==> src/sdc_regs.svh <==
`ifndef SDC_REGS_SVH
`define SDC_REGS_SVH

// SPI packet layout
`define SDC_BYTE_BITS 4'h8
`define SDC_BIT_OVER 4'h9
`define SDC_ID_FIRST_BIT 4'h3
`define SDC_ID_LAST_BIT 4'h7
`define SDC_BCAST_BIT 7
`define SDC_READ_BIT 6
`define SDC_SPI_REG_COUNT 8'h08
`define SDC_SPI_REG_RESET 8'h00

// APB register map
`define SDC_APB_CTRL 12'h000
`define SDC_APB_STATUS 12'h004
`define SDC_APB_WCOUNT 12'h008
`define SDC_APB_REG_BASE 12'h040
`define SDC_APB_REG_END 12'h060
`define SDC_CTRL_WEN_BIT 0
`define SDC_CTRL_RESET 1'h1

`endif

==> src/sdc_pkg.sv <==
package sdc_pkg;

    typedef enum logic [1:0] {
        PH_CTRL,
        PH_ADDR,
        PH_DATA,
        PH_LOST
    } sdc_phase_t;

    typedef struct packed {
        logic sclk_d;
        logic csn_d;
        sdc_phase_t phase;
        logic [3:0] bit_cnt;
        logic [7:0] shift;
        logic borrow;
        logic id_zero;
        logic selected;
        logic read_not_write_flag;
        logic broadcast_write_flag;
        logic [7:0] addr;
        logic [7:0] tx;
        logic [7:0][7:0] regs;
        logic spi_write_en;
        logic [7:0] wcount;
        logic [31:0] prdata;
    } sdc_state_t;

endpackage

==> src/sdc_spi_slave.sv <==
// Overview of operation
// Control bit 6 set requests a read
// Broadcast flag ignored on reads
// Unimplemented read address returns zero
// Serial output driven only in read data byte
// Broadcast write updates every chained device
// Unmapped write address changes nothing
// Serial output released for whole write
// Pass-through copies input except position ID
// Low five bits pick chain position
// Position ID decremented while passing through
// Master sends position ID bit reversed
// Received ID zero selects this device
// Non-broadcast write only at ID zero
// Unchained master always sends ID zero
// Input to pass-through path is combinational
// Shared wire: master releases during read data
// Unchained multi-device: one select per device
// Eight rising edges, select release advances byte
// Clock edge while deselected restarts packet
// Abandoned write leaves register unchanged
// Bytes shift most significant bit first
`include "sdc_regs.svh"

module sdc_spi_slave (
    input wire logic pclk,
    input wire logic presetn,
    input wire logic psel,
    input wire logic penable,
    input wire logic pwrite,
    input wire logic [11:0] paddr,
    input wire logic [31:0] pwdata,
    output logic [31:0] prdata,
    output logic pready,
    output logic pslverr,
    input wire logic spi_clk,
    input wire logic device_select_n,
    input wire logic serial_in,
    output logic serial_out,
    output logic serial_out_oe,
    output logic chain_pass_output
);
    sdc_pkg::sdc_state_t st_reg;
    sdc_pkg::sdc_state_t st_next;

    logic sclk_s;
    logic csn_s;
    logic mosi_s;
    logic sclk_rise;
    logic csn_rise;
    logic id_window;
    logic spi_commit;
    logic apb_setup;
    logic apb_wr;
    logic reg_hit;
    logic map_hit;
    logic [2:0] reg_idx;
    logic [2:0] addr_idx;
    logic spi_addr_ok;
    logic shift_addr_ok;
    logic sel_s;

    sdc_sync2 u_sync_sclk (
        .pclk(pclk),
        .presetn(presetn),
        .din(spi_clk),
        .dout(sclk_s)
    );

    // Synchronised as active high so reset reads as deselected, like the idle pin: no false select edge
    sdc_sync2 u_sync_csn (
        .pclk(pclk),
        .presetn(presetn),
        .din(~device_select_n),
        .dout(sel_s)
    );

    sdc_sync2 u_sync_mosi (
        .pclk(pclk),
        .presetn(presetn),
        .din(serial_in),
        .dout(mosi_s)
    );

    assign csn_s = ~sel_s;
    assign sclk_rise = sclk_s & ~st_reg.sclk_d;
    assign csn_rise = csn_s & ~st_reg.csn_d;
    assign addr_idx = st_reg.addr[2:0];
    assign spi_addr_ok = st_reg.addr < `SDC_SPI_REG_COUNT;
    assign shift_addr_ok = st_reg.shift < `SDC_SPI_REG_COUNT;

    // Position ID bits are the last five bits of the control byte
    assign id_window = (st_reg.phase == sdc_pkg::PH_CTRL) && (st_reg.bit_cnt >= `SDC_ID_FIRST_BIT) &&
                       (st_reg.bit_cnt <= `SDC_ID_LAST_BIT);

    // Raw pin straight to the pass-through pin: no clocked stage, so chain length limits the SPI rate
    assign chain_pass_output = serial_in ^ (id_window & st_reg.borrow);

    // Bus answers in the access cycle; read data was captured in setup
    assign apb_setup = psel & ~penable;
    assign apb_wr = psel & penable & pwrite;
    assign reg_hit = (paddr >= `SDC_APB_REG_BASE) && (paddr < `SDC_APB_REG_END);
    assign reg_idx = paddr[4:2];
    assign map_hit = reg_hit || (paddr == `SDC_APB_CTRL) || (paddr == `SDC_APB_STATUS) ||
                     (paddr == `SDC_APB_WCOUNT);
    assign pready = 1'b1;
    assign pslverr = psel & penable & ~map_hit;
    assign prdata = st_reg.prdata;

    // Only a selected read drives, and only in its data byte
    assign serial_out_oe = (st_reg.phase == sdc_pkg::PH_DATA) && st_reg.read_not_write_flag &&
                           st_reg.selected && !csn_s;
    assign serial_out = st_reg.tx[7];

    always_comb begin
        st_next = st_reg;
        spi_commit = 1'b0;
        st_next.sclk_d = sclk_s;
        st_next.csn_d = csn_s;

        if (apb_setup) begin
            st_next.prdata = 32'h0;
            if (paddr == `SDC_APB_CTRL) begin
                st_next.prdata[`SDC_CTRL_WEN_BIT] = st_reg.spi_write_en;
            end else if (paddr == `SDC_APB_STATUS) begin
                st_next.prdata[4:0] = {st_reg.broadcast_write_flag, st_reg.read_not_write_flag,
                                       st_reg.selected, st_reg.phase};
            end else if (paddr == `SDC_APB_WCOUNT) begin
                st_next.prdata[7:0] = st_reg.wcount;
            end else if (reg_hit) begin
                st_next.prdata[7:0] = st_reg.regs[reg_idx];
            end
        end

        if (apb_wr) begin
            if (paddr == `SDC_APB_CTRL) begin
                st_next.spi_write_en = pwdata[`SDC_CTRL_WEN_BIT];
            end else if (paddr == `SDC_APB_WCOUNT) begin
                st_next.wcount = 8'h00;
            end else if (reg_hit) begin
                st_next.regs[reg_idx] = pwdata[7:0];
            end
        end

        if (sclk_rise && csn_s) begin
            // Deselected clock edge: next byte is a control byte
            st_next.phase = sdc_pkg::PH_CTRL;
            st_next.bit_cnt = 4'h0;
            st_next.borrow = 1'b1;
            st_next.id_zero = 1'b1;
        end else if (sclk_rise) begin
            st_next.shift = {st_reg.shift[6:0], mosi_s};
            if (st_reg.bit_cnt != `SDC_BIT_OVER) begin
                st_next.bit_cnt = st_reg.bit_cnt + 4'h1;
            end
            if (id_window) begin
                // ID arrives LSB first, so the borrow ripples serially
                st_next.borrow = st_reg.borrow & ~mosi_s;
                st_next.id_zero = st_reg.id_zero & ~mosi_s;
            end
            if (st_reg.phase == sdc_pkg::PH_DATA) begin
                st_next.tx = {st_reg.tx[6:0], 1'b0};
            end
        end else if (csn_rise) begin
            st_next.bit_cnt = 4'h0;
            if (st_reg.bit_cnt == `SDC_BYTE_BITS) begin
                unique case (st_reg.phase)
                    sdc_pkg::PH_CTRL: begin
                        st_next.phase = sdc_pkg::PH_ADDR;
                        st_next.broadcast_write_flag = st_reg.shift[`SDC_BCAST_BIT];
                        st_next.read_not_write_flag = st_reg.shift[`SDC_READ_BIT];
                        st_next.selected = st_reg.id_zero;
                    end
                    sdc_pkg::PH_ADDR: begin
                        st_next.phase = sdc_pkg::PH_DATA;
                        st_next.addr = st_reg.shift;
                        st_next.tx = shift_addr_ok ? st_reg.regs[st_reg.shift[2:0]] : 8'h00;
                    end
                    sdc_pkg::PH_DATA: begin
                        // Commit only on a complete data byte; broadcast has no say on reads
                        if (!st_reg.read_not_write_flag && spi_addr_ok && st_reg.spi_write_en &&
                            (st_reg.broadcast_write_flag || st_reg.selected)) begin
                            spi_commit = 1'b1;
                        end
                        st_next.phase = sdc_pkg::PH_CTRL;
                        st_next.borrow = 1'b1;
                        st_next.id_zero = 1'b1;
                    end
                    sdc_pkg::PH_LOST: begin
                        st_next.phase = sdc_pkg::PH_LOST;
                    end
                endcase
            end else if (st_reg.bit_cnt != 4'h0) begin
                // Short or long byte: packet dropped until resynchronised
                st_next.phase = sdc_pkg::PH_LOST;
            end
        end

        if (spi_commit) begin
            st_next.regs[addr_idx] = st_reg.shift;
            st_next.wcount = (apb_wr && paddr == `SDC_APB_WCOUNT) ? 8'h01 : st_reg.wcount + 8'h01;
        end
    end

    always_ff @(posedge pclk or negedge presetn) begin
        if (!presetn) begin
            st_reg <= '0;
            st_reg.sclk_d <= 1'b0;
            st_reg.csn_d <= 1'b1;
            st_reg.phase <= sdc_pkg::PH_CTRL;
            st_reg.borrow <= 1'b1;
            st_reg.id_zero <= 1'b1;
            st_reg.regs <= {8{`SDC_SPI_REG_RESET}};
            st_reg.spi_write_en <= `SDC_CTRL_RESET;
        end else begin
            st_reg <= st_next;
        end
    end
endmodule

==> src/sdc_sync2.sv <==
module sdc_sync2 (
    input wire logic pclk,
    input wire logic presetn,
    input wire logic din,
    output logic dout
);
    logic meta_reg;

    // The first stage feeds only the second stage
    always_ff @(posedge pclk or negedge presetn) begin
        if (!presetn) begin
            meta_reg <= 1'b0;
            dout <= 1'b0;
        end else begin
            meta_reg <= din;
            dout <= meta_reg;
        end
    end
endmodule

==> config.mk <==
export PLATFORM = sky130hd
export DESIGN_NAME = sdc_spi_slave
export DESIGN_NICKNAME = d
export VERILOG_FILES = /design/src/sdc_pkg.sv /design/src/sdc_spi_slave.sv /design/src/sdc_sync2.sv
export VERILOG_INCLUDE_DIRS = /design/src /design/src/src
export SDC_FILE = /design/constraint.sdc
export NUM_CORES = 1
export LEC_CHECK = 0
export BUFFER_PORTS_ARGS = -buffer_cell sky130_fd_sc_hd__buf_2
export CORE_MARGIN = 2
export CORE_UTILIZATION = 45
export CTS_BUF_LIST = sky130_fd_sc_hd__clkbuf_8
export DETAILED_ROUTE_END_ITERATION = 7
export HOLD_SLACK_MARGIN = 0.06
export PLACE_DENSITY = 0.73
export SLEW_MARGIN = 0
export SYNTH_ARGS = -nofsm -noshare
export SYNTH_HDL_FRONTEND = slang
export SYNTH_SLANG_ARGS = --single-unit
==> constraint.sdc <==
create_clock -name pclk -period 2.7 [get_ports pclk]
set_clock_uncertainty 0.1 [all_clocks]
set_input_delay 0.405 -clock pclk [delete_from_list [all_inputs] [get_ports pclk]]
set_output_delay 0.405 -clock pclk [all_outputs]
set_load 0.1 [all_outputs]
==> summary.md <==
| Metric | Value |
|---|---|
| R2R depth | 6 |
| YS warnings | 0 |
| Yosys cell types | 49 |
| Fin. Hold Viols | 0 |
| Layout cell share with drive strength beyond 1 | 43.8% |
| Cell Area, Placed | 8150 um^2 |
| Top post-synthesis cells by count | 151 x mux2_2, 120 x dfrtp_1, 45 x nand2_1, 40 x nand3_1, 37 x buf_4 |
| CP Class | flop to flop |
| Drt total wl | 19400 um |
| Synth-to-Final Area Change | 12.8% |
| PwrDens | 544 nW/um^2 |
| CTS Sinks | 124 |
| Pwr Total | 0.00469 W |
| Area of the core | 16600 um^2 |
| Starting Density | 46.1% |
| Mapped cell area | 7640 um^2 |
| Most frequent cell after synthesis | mux2_2 |
| Post-synth top area share | 39.3% |
| FP Rows | 47 |
| Crit path DAT | 2.89 ns |
| ANT cells | 0 |
| Ys flop type | dfrtp_1 |
| Reg-to-reg endpoint | st_reg[37] |
| Achievable frequency | 0.381 GHz |
| Vias in the first global route | 5728 |
| Clk buf depth | 2 |
| Hold Path Class | flop to flop |
| Post-synth EDFFs | 0 |
| Root buf cell | clkbuf_8 |
| Critical Path RT | 2.97 ns |
| Final core utilization | 52.0% |
| Synthesized flop and latch total | 124 |
| First-pass GRT wire length | 31300 um |
| Sequential share of the synthesized area | 40.7% |
| Synthesized area per cell | 11.8 um^2 |
| GPL Wtd Cong | 0.883 |
| Die width | 134 um |
| Total congestion overflow | 0 |
| Crit path max fanout | 6 |
| Flip-flop count of the largest register after layout | 106 |
| RSZ-0062 raised after global routing | no |
| Via-per-instance ratio | 6.01 |
| Pin count of the biggest net entering global routing | 49 |
| Gr usage total | 22.7% |
| CP Capture Type | flop |
| Placed insts | 890 |
| Slew HR | 45.8% |
| Finished Layout Cells | 928 |
| Top cells by area, synth | dfrtp_1 39%, mux2_2 22%, mux4_2 8.0%, buf_4 3.6%, nand3_1 2.6% |
| Finished Cell Area | 8620 um^2 |
| Tmin final | 2.62 ns |
| Startpoint Class | flop |
| Dpl hpwl | 13600 um |
| Final worst-path cycle share | 97.2% |
| Num ports | 89 |
| # port buffers | 39 |
| Mapped Cells | 649 |
| Fin. max-slew vios | 0 |
| Least-Margin Pin Slew | 0.813 ns |
| H-tree depth | 4 |
| Reg-to-reg slack, setup | 0.08 ns |
| Leakage power | 3.99 nW |
| Setup crit start | st_reg[138] |
| Remaining antenna violation count | 0 |
| Max rail drop VDD | 0.328 mV |
| # setup viols final | 0 |
| First-pass DRT Iterations | 5 |
| Residual DRC | 0 |
| Setup TNS | 0 ns |
| Initial antenna violation count | 0 |
| Detailed-route via count | 5581 |
| Clock transition at path regs | 0.07 ns |
| Max-Cap Viols | 0 |
| Number of nets in the layout | 755 |
| Area leader, netlist | dfrtp_1 |
| Worst reg2reg startpoint | st_reg[138] |
| Die footprint | 18000 um^2 |
| Status | completed |
| CTS Buf Count | 17 |
| # fillers | 1435 |
| DR iter-0 viols | 481 |
| Die H | 134 um |
| CTS tree | yes |
| Wire per inst | 20.9 um |
| Fraction of registers with async set/reset | 100% |
| Critical Path End | st_reg[37] |
| Clk Latency, worst-skew pair | 0.45 ns |
## metrics by stage
step / worst slack [ns] / hold WS (ns)
floorplan: 0.115 / 0.00941
global placement: 0.0961 / 0.239
detailed placement: 0.0234 / 0.235
CTS: 0.00772 / 0.231
global route: 0.000466 / 0.257
finish: 0.0759 / 0.247
## metal layers
metal	share of wire (%)	global-route usage [%]	vias up
met5	0	0	-
met4	1.6	6.84	0
met3	6.1	5.10	30
met2	51	38.9	232
met1	41	28.8	2855
li1	-	-	2464
## area by class of cell
class	count	area, um^2	share of cell area, %
multi-input combinational	462	4180	48.5
sequential	124	3110	36.1
timing repair buffer	78	628	7.29
clock buffer	20	275	3.19
tap	220	275	3.19
clock inverter	12	106	1.23
inverter	12	45.0	0.523
## worst max-delay path, stage by stage (launching register included)
cell,delay (ns)
dfrtp_1,0.39
inv_1,0.08
ha_2,0.21
or4bb_4,0.51
or4_4,0.54
or4_1,0.53
a21oi_1,0.18
## report_power, final
group,leakage (nW),switching (W),internal [W]
registers,1.64,0.000215,0.00195
logic,2.14,0.000625,0.000325
clock network,0.214,0.000709,0.000869
total,3.99,0.00155,0.00314
## cells in the final DEF, fill, tap and decap left out, types with 5 or more instances in the layout
| cell type | instances |
|---|---|
| mux2_2 | 151 |
| dfrtp_1 | 120 |
| nand2_1 | 45 |
| nand3_1 | 40 |
| buf_2 | 37 |
| mux4_2 | 27 |
| buf_4 | 26 |
| conb_1 | 25 |
| clkbuf_8 | 20 |
| inv_1 | 17 |
| a21oi_1 | 16 |
| o21ai_0 | 15 |
| or4_1 | 12 |
| mux2i_1 | 12 |
| o22ai_1 | 11 |
| nor2_1 | 10 |
| buf_12 | 10 |
| nor4_4 | 9 |
| a31oi_1 | 8 |
| ha_1 | 7 |
| nor2b_1 | 6 |
| o31ai_1 | 6 |
| nand3_2 | 5 |
| nor3_1 | 5 |
## what timing repair did
| item | CTS | global route |
|---|---|---|
| hold buffers | 4 | 0 |
| resized for setup | 0 | 6 |
| buffers inserted | 0 | 2 |
| setup endpoints to repair | 0 | 71 |
| endpoints found under the hold margin | 45 | 0 |
## kinds of logic (layout without fill, tap and decap cells)
group           count (synthesis)  in the layout  share of synthesized area (%)
xor+xnor                        2              2                          0.229
other cells                     2             25                         0.0983
simple gates                  173            173                           14.6
fa+ha+maj                       8              8                           1.31
buf+inv                        86            122                           6.19
flops                         124            124                           40.7
compound gates                 64             64                           5.13
mux                           190            190                           31.8
## how the worst min path moves through the flow
stage	end	startpoint	depth (start not counted)
2_1_floorplan	addr_idx[0]	presetn	0
3_3_place_gp	u_sync_csn.dout	u_sync_csn.meta_reg	0
3_5_place_dp	u_sync_mosi.dout	u_sync_mosi.meta_reg	0
4_1_cts	st_reg[40]	pwdata[0]	2
5_1_grt	st_reg[40]	pwdata[0]	2
6_report	u_sync_sclk.dout	u_sync_sclk.meta_reg	0
No activity file was read; power rests on OpenSTA's default activity.
